===== config.mk =====
export PLATFORM = sky130hd
export DESIGN_NAME = dtc_top
export DESIGN_NICKNAME = d
export VERILOG_FILES = /design/src/include/dtc_pkg.sv /design/src/hw/dtc_tick.sv /design/src/hw/dtc_top.sv
export VERILOG_INCLUDE_DIRS = /design/src /design/src/include
export SDC_FILE = /design/constraint.sdc
export NUM_CORES = 1
export LEC_CHECK = 0
export ABC_AREA = 1
export CAP_MARGIN = 25
export CELL_PAD_IN_SITES_DETAIL_PLACEMENT = 0
export CELL_PAD_IN_SITES_GLOBAL_PLACEMENT = 1
export CORE_MARGIN = 2
export CORE_UTILIZATION = 45
export DETAILED_ROUTE_END_ITERATION = 10
export DONT_BUFFER_PORTS = 1
export PLACE_DENSITY = 0.86
export SLEW_MARGIN = 20
export SYNTH_ARGS = -nofsm -noshare
export SYNTH_HDL_FRONTEND = slang
export SYNTH_SLANG_ARGS = --single-unit

===== constraint.sdc =====
create_clock -name ref_clk -period 1.8 [get_ports ref_clk]
set_input_delay 0.09 -clock ref_clk [delete_from_list [all_inputs] [get_ports ref_clk]]
set_output_delay 0.09 -clock ref_clk [all_outputs]
set_load 0.1 [all_outputs]

===== src/include/dtc_cfg.svh =====
`ifndef DTC_CFG_SVH
`define DTC_CFG_SVH
// register offsets (word addresses, one register per address)
`define DTC_OFS_CTRL    4'h0
`define DTC_OFS_MODE    4'h1
`define DTC_OFS_TL0     4'h2
`define DTC_OFS_TH0     4'h3
`define DTC_OFS_TL1     4'h4
`define DTC_OFS_TH1     4'h5
`define DTC_OFS_IRQ_ST  4'h6
`define DTC_OFS_IRQ_MSK 4'h7
// machine cycle
`define DTC_MC_CLKS     6
`define DTC_PHASE_W     3
`define DTC_PHASE_LAST  3'h5
`define DTC_PHASE_SAMP  3'h4
`define DTC_PHASE_UPD   3'h1
// control register bit positions
`define DTC_B_TF1 7
`define DTC_B_TR1 6
`define DTC_B_TF0 5
`define DTC_B_TR0 4
`define DTC_B_IE1 3
`define DTC_B_IT1 2
`define DTC_B_IE0 1
`define DTC_B_IT0 0
// mode register nibble fields
`define DTC_M_GATE 3
`define DTC_M_CT   2
// interrupt status bits
`define DTC_ST_OVF0 0
`define DTC_ST_OVF1 1
`define DTC_ST_EXT0 2
`define DTC_ST_EXT1 3
`define DTC_ST_W    4
`define DTC_LOW5    5'h1f
`endif


===== src/include/dtc_pkg.sv =====
package dtc_pkg;
  typedef enum logic [1:0] {
    DTC_MODE_13,
    DTC_MODE_16,
    DTC_MODE_RELOAD,
    DTC_MODE_SPLIT
  } dtc_mode_e;
  typedef struct packed {
    logic [7:0] high;
    logic [7:0] low;
  } dtc_count_s;
  typedef struct packed {
    logic [2:0] ph;   // phase within machine cycle
    logic [1:0] s1;
    logic [1:0] s2;
    logic [1:0] s3;   // three sync stages for the pins
    logic [1:0] flt;  // level on which stages two and three last agreed
    logic [1:0] prev; // last machine-cycle sample of count pins
    logic [1:0] pend; // pending count, applied at update phase
  } dtc_tick_s;
endpackage


===== src/hw/dtc_tick.sv =====
`timescale 1ns/1ps
`include "dtc_cfg.svh"
// =====================================================
// machine-cycle phase and count pin sampling
module dtc_tick (
  // clock and reset
  input  wire logic       ref_clk,
  input  wire logic       rst_n,
  input  wire logic       clk_en,
  // raw count pins
  input  wire logic [1:0] count_pin,
  // pulses
  output logic            mc_tick,
  output logic [1:0]      pin_fall
);
  dtc_pkg::dtc_tick_s st_q, st_d;

  // three-stage sync; a one-clock glitch never reaches the sampler
  always_comb begin
    st_d = st_q;
    mc_tick = 1'b0;
    pin_fall = 2'b00;
    st_d.s1 = count_pin;
    st_d.s2 = st_q.s1;
    st_d.s3 = st_q.s2;
    st_d.flt = (st_q.s2 & st_q.s3) | (st_q.flt & (st_q.s2 | st_q.s3));
    if (st_q.ph == `DTC_PHASE_LAST) begin
      st_d.ph = '0;
    end else begin
      st_d.ph = st_q.ph + 3'h1;
    end
    // one machine cycle per six clocks
    mc_tick = (st_q.ph == `DTC_PHASE_LAST);
    // sample once per cycle; high then low is an edge
    if (st_q.ph == `DTC_PHASE_SAMP) begin
      st_d.prev = st_q.flt;
      st_d.pend = st_q.pend | (st_q.prev & ~st_q.flt);
    end
    // edge shows in counter at next cycle's update phase
    if (st_q.ph == `DTC_PHASE_UPD) begin
      pin_fall = st_q.pend;
      st_d.pend = 2'b00;
    end
  end

  // s2 second/third stage agreement: value taken after both agree
  always_ff @(posedge ref_clk or negedge rst_n) begin
    if (!rst_n) begin
      st_q <= '0;
    end else if (clk_en) begin
      st_q <= st_d;
    end
  end
endmodule


===== src/hw/dtc_top.sv =====
// The register offsets and the Avalon-MM slave port were decided locally.
`timescale 1ns/1ps
`include "dtc_cfg.svh"
// =====================================================
// Functional notes
// - timer function counts one per machine cycle of six clocks
// - count pin sampled once per machine cycle; high then low counts
// - counted edge appears at update phase of following machine cycle
// - edge detection takes two machine cycles; max rate clock over twelve
// - two-bit mode: 13-bit, 16-bit, 8-bit reload, split or stop
// - 13-bit mode uses high byte plus low five bits prescaler
// - rollover of active counter sets the overflow flag
// - count only with run set and gate clear or irq pin high
// - starting the timer never clears the count
// - timer zero mirrors timer one with own controls and gate
// - 16-bit mode cascades both bytes, no prescaler
// - reload mode: low byte overflow sets flag, reloads from high byte
// - timer one in mode three holds count like run cleared
// - split mode: high byte zero counts cycles using timer one controls
// - timer zero split: timer one runs outside mode three, no flag
// - type bit selects falling edge or low level external irq
// - select bit picks machine cycles or count pin
module dtc_top (
  // clock and reset
  input  wire logic        ref_clk,
  input  wire logic        rst_n,
  input  wire logic        clk_en,
  // avalon-mm slave
  input  wire logic [3:0]  avs_address,
  input  wire logic        avs_read,
  input  wire logic        avs_write,
  input  wire logic [31:0] avs_writedata,
  output logic [31:0]      avs_readdata,
  output logic             avs_waitrequest,
  // pins
  input  wire logic [1:0]  count_pin,
  input  wire logic [1:0]  ext_irq_pin_n,
  // acknowledges and events
  input  wire logic [1:0]  ovf_ack,
  input  wire logic [1:0]  ext_irq_ack,
  output logic             timer1_ovf_pulse,
  output logic             irq
);
  typedef struct packed {
    logic [7:0]             ctrl;
    logic [7:0]             mode;
    dtc_pkg::dtc_count_s    c0;
    dtc_pkg::dtc_count_s    c1;
    logic [`DTC_ST_W-1:0]   st;
    logic [`DTC_ST_W-1:0]   msk;
    logic [2:0]             irs1;
    logic [1:0]             irs2;
    logic [1:0]             irs3;
    logic [1:0]             iflt;
    logic                   ack;
    logic [31:0]            rdata;
    logic                   ovf1p;
  } dtc_state_s;

  dtc_state_s st_q, st_d;
  logic       mc_tick;
  logic [1:0] pin_fall;

  // =====================================================
  // machine cycle and count pins
  dtc_tick u_tick (
    .ref_clk   (ref_clk),
    .rst_n     (rst_n),
    .clk_en    (clk_en),
    .count_pin (count_pin),
    .mc_tick   (mc_tick),
    .pin_fall  (pin_fall)
  );

  // =====================================================
  // counting, flags and bus
  logic [1:0]  pin_q;       // synchronised irq pins, high = inactive
  logic [1:0]  ext_fall;
  logic [3:0]  nib0, nib1;
  logic        en0, en1, inc0, inc1, th0_inc;
  logic        ovf0, ovf1, ovf_th0;
  logic [1:0]  m0, m1;
  logic [16:0] sum16;
  logic [8:0]  sum8;
  logic [13:0] sum13;
  logic        rd_hit, wr_hit;
  logic [31:0] rmux;

  always_comb begin
    st_d = st_q;
    pin_q = st_q.iflt;
    // fall taken when stages two and three agree low after a high
    ext_fall = st_q.iflt & ~st_q.irs2 & ~st_q.irs3;
    nib0 = st_q.mode[3:0];
    nib1 = st_q.mode[7:4];
    m0 = nib0[1:0];
    m1 = nib1[1:0];
    ovf0 = 1'b0;
    ovf1 = 1'b0;
    ovf_th0 = 1'b0;
    sum16 = '0;
    sum8 = '0;
    sum13 = '0;
    rmux = '0;
    st_d.ovf1p = 1'b0;
    // pin sync, changes taken when stages two and three agree
    st_d.irs1 = {1'b0, ext_irq_pin_n};
    st_d.irs2 = st_q.irs1[1:0];
    st_d.irs3 = st_q.irs2;
    st_d.iflt = (st_q.irs2 & st_q.irs3) | (st_q.iflt & (st_q.irs2 | st_q.irs3));
    // gating; pin_q high means pin high
    en0 = st_q.ctrl[`DTC_B_TR0] && (!nib0[`DTC_M_GATE] || pin_q[0]);
    // split timer zero owns the run bit, so timer one runs on mode and its gate alone
    en1 = (m0 == dtc_pkg::DTC_MODE_SPLIT || st_q.ctrl[`DTC_B_TR1])
          && (!nib1[`DTC_M_GATE] || pin_q[1]);
    // timer one stops in mode three
    if (m1 == dtc_pkg::DTC_MODE_SPLIT) begin
      en1 = 1'b0;
    end
    // source select
    inc0 = en0 && (nib0[`DTC_M_CT] ? pin_fall[0] : mc_tick);
    inc1 = en1 && (nib1[`DTC_M_CT] ? pin_fall[1] : mc_tick);
    // split high byte runs on timer one's run bit, cycles only
    th0_inc = (m0 == dtc_pkg::DTC_MODE_SPLIT) && st_q.ctrl[`DTC_B_TR1] && mc_tick;

    // timer zero
    if (inc0) begin
      unique case (m0)
        dtc_pkg::DTC_MODE_13: begin
          sum13 = {st_q.c0.high, st_q.c0.low[4:0]} + 14'h1;
          st_d.c0.high = sum13[12:5];
          st_d.c0.low = {st_q.c0.low[7:5], sum13[4:0]};
          ovf0 = sum13[13];
        end
        dtc_pkg::DTC_MODE_16: begin
          sum16 = {1'b0, st_q.c0} + 17'h1;
          st_d.c0 = sum16[15:0];
          ovf0 = sum16[16];
        end
        dtc_pkg::DTC_MODE_RELOAD: begin
          sum8 = {1'b0, st_q.c0.low} + 9'h1;
          st_d.c0.low = sum8[8] ? st_q.c0.high : sum8[7:0];
          ovf0 = sum8[8];
        end
        dtc_pkg::DTC_MODE_SPLIT: begin
          sum8 = {1'b0, st_q.c0.low} + 9'h1;
          st_d.c0.low = sum8[7:0];
          ovf0 = sum8[8];
        end
      endcase
    end
    if (th0_inc) begin
      {ovf_th0, st_d.c0.high} = {1'b0, st_q.c0.high} + 9'h1;
    end

    // timer one, same modes
    if (inc1) begin
      unique case (m1)
        dtc_pkg::DTC_MODE_13: begin
          sum13 = {st_q.c1.high, st_q.c1.low[4:0]} + 14'h1;
          st_d.c1.high = sum13[12:5];
          st_d.c1.low = {st_q.c1.low[7:5], sum13[4:0]};
          ovf1 = sum13[13];
        end
        dtc_pkg::DTC_MODE_16: begin
          sum16 = {1'b0, st_q.c1} + 17'h1;
          st_d.c1 = sum16[15:0];
          ovf1 = sum16[16];
        end
        dtc_pkg::DTC_MODE_RELOAD: begin
          sum8 = {1'b0, st_q.c1.low} + 9'h1;
          st_d.c1.low = sum8[8] ? st_q.c1.high : sum8[7:0];
          ovf1 = sum8[8];
        end
        dtc_pkg::DTC_MODE_SPLIT: begin
          ovf1 = 1'b0;
        end
      endcase
    end
    // baud pulse always, flag only when timer zero not split
    st_d.ovf1p = ovf1;

    // bus access, one wait cycle then ack
    rd_hit = avs_read && !st_q.ack;
    wr_hit = avs_write && st_q.ack; // write lands where waitrequest is low
    st_d.ack = (avs_read || avs_write) && !st_q.ack;
    unique case (avs_address)
      `DTC_OFS_CTRL:    rmux = {24'h0, st_q.ctrl};
      `DTC_OFS_MODE:    rmux = {24'h0, st_q.mode};
      `DTC_OFS_TL0:     rmux = {24'h0, st_q.c0.low};
      `DTC_OFS_TH0:     rmux = {24'h0, st_q.c0.high};
      `DTC_OFS_TL1:     rmux = {24'h0, st_q.c1.low};
      `DTC_OFS_TH1:     rmux = {24'h0, st_q.c1.high};
      `DTC_OFS_IRQ_ST:  rmux = {28'h0, st_q.st};
      `DTC_OFS_IRQ_MSK: rmux = {28'h0, st_q.msk};
      default:          rmux = '0;
    endcase
    if (rd_hit) begin
      st_d.rdata = rmux;
      if (avs_address == `DTC_OFS_IRQ_ST) begin
        st_d.st = '0; // read clears
      end
    end
    // software writes; count writes never touched by run bit
    if (wr_hit) begin
      unique case (avs_address)
        `DTC_OFS_CTRL:    st_d.ctrl = avs_writedata[7:0];
        `DTC_OFS_MODE:    st_d.mode = avs_writedata[7:0];
        `DTC_OFS_TL0:     st_d.c0.low = avs_writedata[7:0];
        `DTC_OFS_TH0:     st_d.c0.high = avs_writedata[7:0];
        `DTC_OFS_TL1:     st_d.c1.low = avs_writedata[7:0];
        `DTC_OFS_TH1:     st_d.c1.high = avs_writedata[7:0];
        `DTC_OFS_IRQ_MSK: st_d.msk = avs_writedata[`DTC_ST_W-1:0];
        default:          st_d.msk = st_d.msk;
      endcase
    end

    // hardware clears by acknowledge
    if (ovf_ack[0]) st_d.ctrl[`DTC_B_TF0] = 1'b0;
    if (ovf_ack[1]) st_d.ctrl[`DTC_B_TF1] = 1'b0;
    if (ext_irq_ack[0] && st_q.ctrl[`DTC_B_IT0]) st_d.ctrl[`DTC_B_IE0] = 1'b0;
    if (ext_irq_ack[1] && st_q.ctrl[`DTC_B_IT1]) st_d.ctrl[`DTC_B_IE1] = 1'b0;
    // sets win over clears
    if (ovf0) st_d.ctrl[`DTC_B_TF0] = 1'b1;
    if (ovf_th0) st_d.ctrl[`DTC_B_TF1] = 1'b1;
    if (ovf1 && m0 != dtc_pkg::DTC_MODE_SPLIT) st_d.ctrl[`DTC_B_TF1] = 1'b1;
    // edge or level external request
    if (st_q.ctrl[`DTC_B_IT0] ? ext_fall[0] : !pin_q[0]) st_d.ctrl[`DTC_B_IE0] = 1'b1;
    if (st_q.ctrl[`DTC_B_IT1] ? ext_fall[1] : !pin_q[1]) st_d.ctrl[`DTC_B_IE1] = 1'b1;
    if (!st_q.ctrl[`DTC_B_IT0] && pin_q[0]) st_d.ctrl[`DTC_B_IE0] = 1'b0;
    if (!st_q.ctrl[`DTC_B_IT1] && pin_q[1]) st_d.ctrl[`DTC_B_IE1] = 1'b0;

    // sticky status, set beats read clear
    if (ovf0) st_d.st[`DTC_ST_OVF0] = 1'b1;
    if (ovf_th0 || (ovf1 && m0 != dtc_pkg::DTC_MODE_SPLIT)) st_d.st[`DTC_ST_OVF1] = 1'b1;
    if (st_d.ctrl[`DTC_B_IE0] && !st_q.ctrl[`DTC_B_IE0]) st_d.st[`DTC_ST_EXT0] = 1'b1;
    if (st_d.ctrl[`DTC_B_IE1] && !st_q.ctrl[`DTC_B_IE1]) st_d.st[`DTC_ST_EXT1] = 1'b1;
  end

  // state register; pins idle high at reset
  always_ff @(posedge ref_clk or negedge rst_n) begin
    if (!rst_n) begin
      st_q <= '{irs1: 3'h3, irs2: 2'h3, irs3: 2'h3, iflt: 2'h3, default: '0};
    end else if (clk_en) begin
      st_q <= st_d;
    end
  end

  // outputs; waitrequest drops in the ack cycle
  assign avs_waitrequest  = (avs_read || avs_write) && !st_q.ack;
  assign avs_readdata     = st_q.rdata;
  assign timer1_ovf_pulse = st_q.ovf1p;
  assign irq              = |(st_q.st & st_q.msk);
endmodule


* After elaboration in Yosys (flattened, before gate mapping) *
Index checks and enable logic that the tools add are counted.

cells by class
  add/subtract/negate cells = 8
  equality and inequality tests = 17
  multiplexer cells = 48
  bitwise operators = 16
  reductions and logical operators = 60

operators by type and width
  cell                                            number
  2-to-1 mux 8 bit                                9
  case mux 8 bit (8 select lines)                 1
  2-to-1 mux 48 bit                               1
  adder 16 x 1 -> 17 bit (second input constant)  2
  2-to-1 mux 16 bit                               2
  case mux 8 bit (2 select lines)                 2
  case mux 8 bit (4 select lines)                 1
  adder 13 x 1 -> 14 bit (second input constant)  2
  adder 8 x 1 -> 9 bit (second input constant)    3
  AND reduction 3 bit                             9
  case mux 8 bit (3 select lines)                 1
  2-to-1 mux 1 bit                                23
  nonzero test 2 bit                              9
  == test 4 x 3 -> 1 bit (second input constant)  4
  logical AND 1 bit                               16
  AND 2 bit                                       7
  bitwise OR 2 bit                                5
  zero test 1 bit                                 9
  == test 2 bit (second input constant)           4
  == test 4 x 2 -> 1 bit (second input constant)  2
  2-to-1 mux 4 bit                                2
  nonzero test 4 bit                              2
  == test 3 bit (second input constant)           2
  2-to-1 mux 2 bit                                3
  17 further kinds                                28

word-level totals
  flip-flop bits (word level) = 113
  input bits = 49
  output and inout bits = 35
  logic and storage cells = 177

* Longest topological paths before layout *
Gate-level depths: netlist (run 1).

  depth in word-level cells = 14
  gate-level depth with buffers = 14
  depth with buffers taken out = 14

* Hierarchy *
Synthesis (run 1) repeated with hierarchy kept, for this count alone.

second synthesis, totals
  cells, all modules = 991
  area total of the unflattened synthesis = 6598.8 um^2

modules (own cells, without submodules)
  module    times used  cells each  area each (um^2)  seq. area each (um^2)
  dtc_top   1           916         5949.5            1861.8
  dtc_tick  1           75          649.4             375.4

* Worst setup path before layout (run 1) *
OpenSTA, ideal clock, no wires.

  path type = reg2out
  start = reg st_q[44] in the netlist's numbering
  end = out irq
  arrival time = 2.482 ns
  data required time = 1.710 ns
  path slack = -0.772 ns
  stages on the path, launching flop included = 3
  path buffers = 0
  cell sequence = dfrtp_1 -> inv_1 -> o21ai_0

on the way
  word-level cells in the longest chain between the ends = 2

ends and longest elaborated chain
  what                    line            source
  from (decl)             dtc_top.sv:60   dtc_state_s st_q, st_d;
  from (signal assigned)  dtc_top.sv:245  st_q <= st_d;
  AND 4 bit               dtc_top.sv:253  assign irq = |(st_q.st & st_q.msk);
  OR reduction 4 bit      dtc_top.sv:253
  to (decl)               dtc_top.sv:42   output logic irq

No other way between the ends.

* Worst setup path after layout (run 1) *
  start = reg st_q, in the netlist m0[1]
  end = reg st_q[53] in the netlist's numbering

on the way
  word-level cells in the longest chain between the ends = 8

ends and longest elaborated chain
  what                 line            source
  == test 2 bit *      dtc_top.sv:114  en1 = (m0 == dtc_pkg::DTC_MODE_SPLIT || st_q.ctrl[`DTC_B_TR1])
  logical OR 1 bit *   dtc_top.sv:114
  logical AND 1 bit *  dtc_top.sv:114
  2-to-1 mux 1 bit *   dtc_top.sv:117  if (m1 == dtc_pkg::DTC_MODE_SPLIT) begin
  logical AND 1 bit *  dtc_top.sv:122  inc1 = en1 && (nib1[`DTC_M_CT] ? pin_fall[1] : mc_tick);
  2-to-1 mux 16 bit *  dtc_top.sv:157  if (inc1) begin
  2-to-1 mux 8 bit     dtc_top.sv:206  unique case (avs_address)
  2-to-1 mux 48 bit *  dtc_top.sv:205  if (wr_hit) begin

Mark *: on every way between the ends. The rest lies on a longest branch, timed or not. The select of a mux whose other input is x is not followed.
A chain may end at the register's enable or synchronous reset.

==> results.txt, run 1 <==
The run finished, with violations left. The final reports fail on negative hold slack. By instance count, the cell type seen most on the critical path is sky130_fd_sc_hd__nand2_1. After clock tree synthesis, the clock-pin slew on the worst setup and hold paths is approximately 70 ps.

The instance count of the mapped netlist is ~1000. The count of inserted antenna diode cells came out at 0. The largest individual stage delay along the critical path comes from the cell sky130_fd_sc_hd__dfrtp_1.

Clock tree synthesis inserted a total of 9 buffers. TritonCTS built the clock tree. After synthesis, the netlist uses 42 different library cells. The pre-CTS worst setup slack came out at 27.1 ps.

The layout overhead on the synthesized area came out at 16.7%. The number of primary I/O pins came out at 84. The clock network latency to the later pin of the worst-skew pair is 360 ps. The aggregate global-route resource usage came out at 26.5%. The initial utilization of the core area, before any placement, comes to 45.7%. The number of buffers and inverters on the critical path is 1. Setup repair after global routing could not meet its margin everywhere.

The leakage power total is 3.87 nW. The final critical path time including I/O delays and setup came out at 1710 ps. In this run, post-CTS hold repair placed 14 buffers. For this run, the number of Yosys warnings is 0.

The async set or reset register ratio after synthesis came out at 100%. Across all register-to-register paths, the minimum setup slack is 90 ps. The via count of the first global-routing pass came out at 6092. The number of endpoints with negative hold slack in the final report came to 89. In this design, the stage delay of the slowest critical-path cell is 510 ps. The count of H-tree levels built during CTS is 3. The horizontal die dimension is 125 um. Ranked by instance count, the synthesized netlist is headed by sky130_fd_sc_hd__nand2_1, sky130_fd_sc_hd__inv_1, sky130_fd_sc_hd__o21ai_0, sky130_fd_sc_hd__dfrtp_1, sky130_fd_sc_hd__a21oi_1.

The number of DRC violations after detailed routing is 0. The maximum number of pins on one net before global-route repair came out at 90. Across the run, the number of max-cap violations was 0. Buffers placed on the I/O ports in this run total 0. The fmax is 585 MHz. In this run the critical register-to-register path is captured at st_q[53]. The vertical die dimension came out at ~120 um. The first TritonRoute pass finished after 5 iterations. Counting every sink on the clock net gives 89. The combined area of all synthesized cells is 0.00656 sq mm.

The number of antenna violations at the first check in global routing came to 0. After the first detailed-routing iteration, the DRC count stood at 566. The area of the core region came out at about 0.014 sq mm. Detailed placement finished with a half-perimeter wire length of 15100 um.

STA classifies the critical path endpoint as a flip-flop. The final count of negative-setup-slack endpoints came out at 0. The area of the die is 0.0156 sq mm. The first-pass GRT wire length came out at 32800 um.

By startpoint and endpoint, the worst setup path is classified as flip-flop to flip-flop. The critical path launch point type is a flip-flop. Dividing total power by cell area gives a power density of 1180 mW/mm^2. In this run, synthesis inferred 0 flip-flops with an integrated enable.

The aggregate global routing overflow came out at 0. The final max-slew violation count came to 0. In the post-synthesis netlist, the biggest area contributors are sky130_fd_sc_hd__dfrtp_1, sky130_fd_sc_hd__nand2_1, sky130_fd_sc_hd__o21ai_0.

The cell at the root of the clock tree is sky130_fd_sc_hd__clkbuf_16. Wires add up to 20800 um. The arrival time at the worst endpoint is 2000 ps. The average cell area after synthesis is 6.42 sq um.

At the worst endpoint, the required time is 2090 ps. The average via count per standard cell is between 5 and 6. The largest fanout on the critical path came out at 9. Across all setup checks in the final design, the least slack found is 89.8 ps.

The sequential element share of the synthesized area is 34.1%. The total via count after detailed routing is between 6000 and 7000. The number of routed nets with antenna violations is 0. The signal on the critical path passes through nand2_2 > nand2_1 > nand3_2 > nor2_4 > nand2_4 > nor2_8 > inv_4 > or2_0 > nand3_1 > nand2_1 > nand2_1. The worst clock skew on the final layout is approximately 11 ps.

The class of the tightest hold or removal check is input pin to async pin. The fraction of final layout cells sized beyond drive strength 1 is 15.1%. The actual slew at the worst max-slew pin is 533 ps.

In the final design database the tool counted between 1000 and 1500 nets. The maximum number of buffers from clock root to sink is 2. The global placement routability congestion is 0.941.

The dominant register cell in the synthesized netlist is sky130_fd_sc_hd__dfrtp_1. Summed over its instances, the top area cell type makes up between 30% and 40% of the synthesized netlist area. The beginning of the worst register-to-register path is m0[1].

The worst pin sits at a relative slew slack of 64.5%. Measured in cells, the most critical reg-to-reg path has a length of 11. The per-cell routed wire length is 16.4 um. In this run the core area contains 44 standard-cell rows.

The cell family contributing the most delay on the critical path is simple AND/OR/NAND/NOR gates. The worst hold slack after final layout is -577 ps. Among all cell types in the netlist, the one instantiated most often is sky130_fd_sc_hd__nand2_1. The biggest area consumer among synthesized cells is sky130_fd_sc_hd__dfrtp_1. Across the VDD grid, the largest voltage drop is 0.774 mV. The period utilization is 95.0%.

The final-layout fill cell count came out at 1469. The total of flip-flops plus latches after synthesis is 89.
## worst reg2reg max path: cells and delay by family (launching register included)
kind / cells / cell delay [ps]
AND/OR/NAND/NOR: 10 / 1060
flip-flops: 1 / 510
buffers and inverters: 1 / 80
## logic make-up after synthesis
group	share of synthesized area (%)
flip-flops	34.1
adder cells (fa/ha/maj)	0.572
AND/OR/NAND/NOR	33.7
buffers and inverters	13.1
XOR/XNOR	0.667
AO/OA/AOI/OAI	17.8
other	0.0571
## final cells by class
type	count	area, sq um	area share [%]
timing repair buffer	91	741	9.67
tap	184	230	3.01
inverter	120	460	6.01
sequential	89	2240	29.2
multi-input combinational	769	3690	48.1
clock inverter	6	75.1	0.980
clock buffer	10	229	2.99
## layer usage
metal	share of wire (%)	up-vias	global-route usage [%]	wire length, um
li1	-	3366	-	-
met1	45	3180	37.0	9370
met2	47	206	41.9	9700
met3	5.4	43	3.87	1130
met4	2.9	0	9.72	597
met5	0	-	0	0
## worst max-delay path by stage
stage / start / to / slack [ps] / depth (start not counted)
finish: m0[1] / st_q[53] / 90 / 11
global route: st_q[52] / st_q[63] / -60 / 12
CTS: pin_q[0] / st_q[77] / 20 / 13
detailed placement: st_q[67] / st_q[71] / 30 / 11
global placement: st_q[67] / st_q[71] / 30 / 11
floorplan: st_q[44] / irq / -10 / 2
## metrics by stage
stage | power [mW] | util [%] | area (sq um) | instances | TNS, ps
3_3_place_gp | 6.77 | 48.8 | 7010 | 1231 | 0
6_report | 9.05 | 53.3 | 7660 | 1269 | 0
5_1_grt | 9.64 | 53.3 | 7660 | 1269 | -172
4_1_cts | 8.86 | 52.0 | 7460 | 1261 | 0
3_5_place_dp | 6.81 | 48.8 | 7010 | 1231 | 0
2_1_floorplan | 5.77 | - | 6650 | 1045 | -13.9
## layout by cell type (no fill, tap or decap), drive strengths merged, types with 8 or more instances in the layout
| master | Yosys | routed |
|---|---|---|
| dfrtp | 81 | 81 |
| nor2 | 70 | 70 |
| conb | 1 | 24 |
| o21ai | 109 | 109 |
| nand3 | 63 | 63 |
| o22ai | 10 | 10 |
| clkbuf | 15 | 10 |
| buf | 52 | 78 |
| nand4 | 15 | 15 |
| a21oi | 78 | 78 |
| dlygate4sd3 | 0 | 13 |
| nand2 | 356 | 356 |
| o211ai | 11 | 11 |
| inv | 120 | 123 |
| nor3 | 12 | 12 |
| dfstp | 8 | 8 |
## report_power, final
part | switching (mW) | leakage (nW) | total, mW | internal [mW]
clock | 0.884 | 0.151 | 1.99 | 1.10
combinational | 2.65 | 2.59 | 3.97 | 1.32
sequential | 0.554 | 1.12 | 3.09 | 2.54
## state kept, by name (all words and copies together), names as in the netlist
name	cells
avs_readdata	8
timer1_ovf_pulse	1
u_tick.st_q	11
nib1	2
nib0	2
u_tick.st_d	4
m1	2
pin_q	2
st_q	51
m0	2
st_d	4
## what timing repair did
action | 4_1_cts | 5_1_grt
hold endpoints to repair | 123 | 89
endpoints found under the setup margin | 3 | 32
resized for setup | 1 | 40
buffers inserted | 0 | 8
cloned | 0 | 0
pin swaps | 0 | 10
Note: power is estimated with default switching activity, not from simulation.
==> run 2: changes to the inputs <==
--- a/config.mk
+++ b/config.mk
@@ -10,6 +10,7 @@
 export CAP_MARGIN = 25
 export CELL_PAD_IN_SITES_DETAIL_PLACEMENT = 0
 export CELL_PAD_IN_SITES_GLOBAL_PLACEMENT = 1
+export CORE_ASPECT_RATIO = 1.5
 export CORE_MARGIN = 2
 export CORE_UTILIZATION = 45
 export DETAILED_ROUTE_END_ITERATION = 10
==> results.txt, run 2 (synthesis results as in run 1) <==
The per-cell routed wire length is 16.8 um (+2.6%). The path class of the tightest hold or removal check is input pin to async pin. The max capacitance violation total came out at 0 (unchanged). The total power per unit cell area came out at 1180 mW/mm^2 (-0.29%).

The clock network latency to the later pin of the worst-skew pair came to 340 ps (-20 ps). The number of DRC violations after detailed routing was 0 (unchanged). The number of buffers added by the clock tree synthesis step is 9 (unchanged). STA classifies the critical path endpoint as an output port.

The peak supply drop came out at 0.488 mV (-37%). The detailed-router iteration count before antenna repair is 5 (unchanged). The worst relative slew slack is 57.4% (-7.1 points). The worst register-to-register path begins at pin_q[1]. The flow ran to the end, but the final reports show violations. The number of input and output port buffers inserted came out at 0 (unchanged). The worst setup path is launched from an input pin. The worst hold slack after final layout came out at -564 ps (+13.7 ps). The largest fanout on the critical path was 2 (-7). The leakage power total is 3.88 nW (+0.26%).

The count of inserted antenna diode cells is 0 (unchanged). The worst register-to-register path ends at st_q[53]. The count of hold-fix buffers inserted at cts came out at 13 (-1). The period utilization came out at 94.8% (-0.23 points).

The global placement routability congestion came out at 0.988 (+5.0%). The fraction of final layout cells sized beyond drive strength 1 came out at 16.5% (+1.4 points). The final count of negative-setup-slack endpoints came out at 0 (unchanged). The checks that failed: negative hold slack. The maximum number of buffers from clock root to sink is 2 (unchanged). The worst clock skew on the final layout is 5.59 ps (-5.37 ps). The depth of the most critical reg-to-reg path is 11 (unchanged). The most common cell after layout, fill and taps aside is sky130_fd_sc_hd__nand2_1. The overall power is 9.10 mW (+0.55%). The critical path in this run is classified as input pin to output port. The first-pass GRT wire length came out at 33900 um (+3.6%). The count of H-tree levels built during CTS came out at 3 (unchanged). The clock net sink count came out at 89 (unchanged). The average via count per standard cell came out at 5.32 (-0.64%). The number of antenna violations at the first check in global routing was 0 (unchanged). The horizontal die dimension is 103 um (-18%). The initial core utilization came to 45.6% (-0.071 points). The data required time of the worst path is 1710 ps (-380 ps). The area of the core region is 0.0144 sq mm (+0.16%). The clock tree from TritonCTS is built.

The layout overhead on the synthesized area is 17.7%. The fmax was 586 MHz (+0.24%). The aggregate global-route resource usage is 28.4% (+1.8 points). The layout net count is 1134 (+0.18%). The maximum number of pins on one net before global-route repair came to 90 (unchanged).

The final critical path time including I/O delays and setup came to 1710 ps (-4.15 ps). The area of the die came to 0.0156 sq mm (+0.13%). The clock edge transition at the registers on the reported setup and hold paths is 70 ps (about the same). The final max-slew violation count came out at 0 (unchanged).

The actual slew at the worst max-slew pin is 637 ps (+104 ps). The number of endpoints with negative hold slack in the final report is 89 (unchanged). More flip-flops sit in one register than any other, and that register is st_q. The aggregate global routing overflow came out at 0 (unchanged). The aggregate routed wire length came to 21600 um (+3.7%). The vertical die dimension was 152 um (+22%). The final setup TNS is 0 ps (unchanged). The reg2reg setup slack is 100 ps (about the same). The number of violations reported at the end of detailed-routing iteration 0 is 348 (-39%). The arrival time at the worst endpoint came out at 1620 ps (-380 ps).

The via count of the first global-routing pass came to 6479 (+6.4%). The number of primary I/O pins is 84 (unchanged). The number of placement rows is 54 (+23%).

The detailed-placement wirelength estimate was 16100 um (+6.3%). The total via count after detailed routing is 6826 (+0.46%). The flip-flop count of the largest register after layout came to 51 (unchanged).

The number of routed nets with antenna violations is 0 (unchanged). The most critical setup path has its startpoint at avs_read. In the layout the commonest cells are sky130_fd_sc_hd__nand2_1, sky130_fd_sc_hd__inv_1, sky130_fd_sc_hd__o21ai_0, sky130_fd_sc_hd__dfrtp_1, sky130_fd_sc_hd__buf_4.

The tree is rooted in a sky130_fd_sc_hd__clkbuf_16.
==> run 2: cell types whose count changed in the layout (fill, tap and decap cells not counted), moves of 2 or more <==
cell,delta
sky130_fd_sc_hd__dfrtp_1,-4
sky130_fd_sc_hd__dfrtp_2,+4
sky130_fd_sc_hd__nand2_1,-2
sky130_fd_sc_hd__nand2_2,+3
sky130_fd_sc_hd__nor2_4,+2
sky130_fd_sc_hd__nor3_1,-2
sky130_fd_sc_hd__nor3_2,+2
==> run 2: through the flow <==
step | worst slack [ps] | instance area (sq um) | cells | hold WS [ps] | utilization, %
floorplan | -13.9 | 6650 | 1045 | -206 | -
global placement | 64.2 | 7100 | 1251 | -204 | 49.3
detailed placement | 59.7 | 7100 | 1251 | -204 | 49.3
CTS | 30.6 | 7550 | 1280 | -574 | 52.4
global route | -19.0 | 7720 | 1283 | -573 | 53.7
finish | 93.9 | 7720 | 1283 | -564 | 53.7
==> run 2: worst max path at each step <==
stage | to | slack, ps
after floorplan | irq | -10
final | avs_waitrequest | 90
after detailed placement | st_q[67] | 60
after CTS | st_q[98] | 30
after global placement | st_q[67] | 60
after global routing | st_q[98] | -20
==> run 2: repair_timing <==
item	CTS	global route
hold endpoints to repair	123	89
endpoints found under the setup margin	0	38
buffers inserted	0	4
gates resized for setup	0	50
==> run 2: critical path, stage by stage <==
cell	delay [ps]
sky130_fd_sc_hd__dlygate4sd3_1	520
sky130_fd_sc_hd__nor2_1	40
sky130_fd_sc_hd__dlygate4sd3_1	560
sky130_fd_sc_hd__nor2_2	100
sky130_fd_sc_hd__buf_4	300
==> run 2: layout make-up <==
class | count | area, sq um
timing repair buffer | 93 | 769
fill | 1500 | 6670
clock buffer | 10 | 239
sequential | 89 | 2240
tap | 196 | 245
multi-input combinational | 769 | 3700
inverter | 120 | 458
clock inverter | 6 | 72.6
==> run 2: where the power goes <==
group,switching (mW),internal (mW)
registers,0.537,2.54
clock network,0.859,1.14
logic,2.69,1.33
total,4.09,5.01
==> run 2: layer usage <==
metal / share of wire (%) / vias to the layer above / global-route usage (%)
met5: 0 / - / 0
li1: - / 3374 / -
met1: 39 / 3155 / 32.6
met4: 7.1 / 0 / 17.8
met3: 4.4 / 82 / 3.54
met2: 50 / 215 / 48.5
==> run 3: changes to the inputs <==
--- a/config.mk
+++ b/config.mk
@@ -15,7 +15,7 @@
 export CORE_UTILIZATION = 45
 export DETAILED_ROUTE_END_ITERATION = 10
 export DONT_BUFFER_PORTS = 1
-export PLACE_DENSITY = 0.86
+export PLACE_DENSITY_LB_ADDON = 0.1
 export SLEW_MARGIN = 20
 export SYNTH_ARGS = -nofsm -noshare
 export SYNTH_HDL_FRONTEND = slang
==> results.txt, run 3 (synthesis results as in run 1) <==
The average via count per standard cell is 5.26 (-1.2%). The fraction of power consumed by sequential logic came out at 33.8% (about the same). st_q holds more flip-flops than any other register.

The aggregate global-route resource usage came out at 30.8% (+2.5 points). The largest fanout on the critical path is 2 (unchanged). The clock net sink count came out at 89 (unchanged). The count of hold-fix buffers inserted at cts came out at 14 (+1). The number of routed nets with antenna violations is 0 (unchanged).

The flip-flop count of the largest register after layout came to 51 (unchanged). The final count of negative-setup-slack endpoints is 0 (unchanged). The peak supply drop came out at 0.574 mV (+18%). The number of input and output port buffers inserted was 0 (unchanged). The number of endpoints with negative hold slack in the final report came to 89 (unchanged). The aggregate global routing overflow came out at 0 (unchanged). The global placement routability congestion is 0.960 (-2.8%). The per-cell routed wire length came out at 17.7 um (+5.0%).

The clock edge transition at the registers on the reported setup and hold paths is 70 ps (about the same). The area of the core region came out at 0.0144 sq mm (unchanged). The number of placement rows was 54 (unchanged). The count of inserted antenna diode cells is 0 (unchanged).

The final critical path time including I/O delays and setup came to 1710 ps (+7.91 ps). The final reports fail on negative hold slack. The worst clock skew on the final layout came out at 8.07 ps (+2.48 ps). The via count of the first global-routing pass is 6725 (+3.8%). The depth of the most critical reg-to-reg path came out at 9 (-2). The number of violations reported at the end of detailed-routing iteration 0 is 423 (+22%). The worst hold slack after final layout is -574 ps (-10.2 ps).

The reg2reg setup slack came out at 120 ps (+20 ps). The arrival time at the worst endpoint is 1620 ps (about the same). The initial core utilization is 45.6% (unchanged).

The maximum number of buffers from clock root to sink was 2 (unchanged). The layout overhead on the synthesized area came out at 20.1%. The switching part of the total power came out at 46.1% (+1.1 points). The net load switching power came out at 4.21 mW (+2.9%). The final max-slew violation count is 0 (unchanged).

The final-layout fill cell count is 1520 (+1.3%). The period utilization came to 95.2% (+0.44 points). The detailed-router iteration count before antenna repair is 6 (+1). The critical path launch point type is an input pin. The layout net count is 1156 (+1.9%). The library cells used most frequently in the layout, excluding fill and tap cells, are sky130_fd_sc_hd__nand2_1, sky130_fd_sc_hd__inv_1, sky130_fd_sc_hd__buf_4, sky130_fd_sc_hd__dfrtp_1. The total power per unit cell area is 1160 mW/mm^2 (-1.6%). The first-pass GRT wire length came out at 36400 um (+7.3%). The maximum number of pins on one net before global-route repair is 90 (unchanged). The number of primary I/O pins is 84 (unchanged). Setup repair after global routing could not meet its margin everywhere.

The total via count after detailed routing is 6863 (+0.54%). The number of DRC violations after detailed routing is 0 (unchanged). The fraction of final layout cells sized beyond drive strength 1 is 18.0% (+1.6 points). The horizontal die dimension is 103 um (unchanged). The number of antenna violations at the first check in global routing came out at 0 (unchanged). The aggregate routed wire length is 23000 um (+6.8%). The count of H-tree levels built during CTS was 3 (unchanged). The worst setup path is captured at an output port. TritonCTS built the clock tree. The data required time of the worst path is 1710 ps (about the same). The number of buffers added by the clock tree synthesis step came out at 9 (unchanged). The max capacitance violation total is 0 (unchanged). The path type of the worst setup path is input pin to output port. In this run the worst hold path is classified as input pin to async pin. The leakage power total came out at 3.99 nW (+2.8%).

The relative contribution of combinational cells to total power came to 45.8% (+1.6 points). The internal power is 4.93 mW (-1.6%). The area of the die was 0.0156 sq mm (unchanged).

The power share of the clock group came out at 20.4% (-1.6 points). The library cell used most frequently in the layout, excluding fill and tap cells, is sky130_fd_sc_hd__nand2_1. The fmax is 583 MHz (-0.46%).

The vertical die dimension came to 152 um (unchanged). The clock network latency to the later pin of the worst-skew pair was 350 ps (about the same). The detailed-placement wirelength estimate came out at 17500 um (+8.5%). The placement-stage cell area came to 0.00724 sq mm (+2.0%). In this run the clock root is driven by a sky130_fd_sc_hd__clkbuf_16. The run finished, with violations left. The summed area of non-filler cells in the final layout came to 0.00788 sq mm (+2.0%).
==> run 3: worst max-delay path, cell delays in order <==
cell,delay (ps)
sky130_fd_sc_hd__dlygate4sd3_1,530
sky130_fd_sc_hd__nor2_1,40
sky130_fd_sc_hd__dlygate4sd3_1,570
sky130_fd_sc_hd__nor2_2,100
sky130_fd_sc_hd__buf_4,300
==> run 3: worst paths after layout <==
check | from | to
hold / removal | rst_n | st_q[33]
hold reg to reg | st_d[39] | st_d[39]
max in group asynchronous | rst_n | st_q[36]
setup reg to reg | pin_q[0] | st_q[96]
min in group ref_clk | clk_en | st_d[39]
setup / recovery | avs_read | avs_waitrequest
==> run 3: power groups by stage <==
stage                     logic, mW  clock network, mW  registers [mW]
after floorplan                2.81                  0            2.96
after global placement         3.99                  0            3.06
after detailed placement       3.99                  0            3.07
after CTS                      4.04               1.89            3.03
after global routing           4.61               1.96            3.16
final                          4.18               1.86            3.09
==> run 3: cell type report <==
cell class | instances | area (sq um) | area share [%]
clock buffer | 9 | 225 | 2.86
clock inverter | 7 | 60.1 | 0.762
inverter | 120 | 455 | 5.78
multi-input combinational | 769 | 3720 | 47.2
sequential | 89 | 2240 | 28.4
tap | 196 | 245 | 3.11
timing repair buffer | 115 | 937 | 11.9
==> run 3: per-layer routing <==
metal / vias to the layer above / routed length (um) / track usage, %
met2: 174 / 12000 / 53.1
met4: 0 / 1360 / 17.8
met5: - / 0 / 0
li1: 3413 / - / -
met3: 63 / 815 / 4.23
met1: 3213 / 8830 / 35.6
==> run 3: what timing repair did <==
| action | 4_1_cts | 5_1_grt |
|---|---|---|
| setup endpoints to repair | 0 | 35 |
| gates resized for setup | 0 | 55 |
| hold endpoints to repair | 120 | 89 |
| buffers inserted | 0 | 5 |
==> run 3: stage by stage <==
step	setup slack [ps]	cells	util, %	TNS, ps	power, mW
2_1_floorplan	-13.9	1045	-	-13.9	5.77
3_3_place_gp	45.3	1270	50.3	0	7.05
3_5_place_dp	36.9	1270	50.3	0	7.06
4_1_cts	21.9	1300	53.3	0	8.97
5_1_grt	-40.7	1305	54.8	-105	9.73
6_report	86.0	1305	54.8	0	9.13
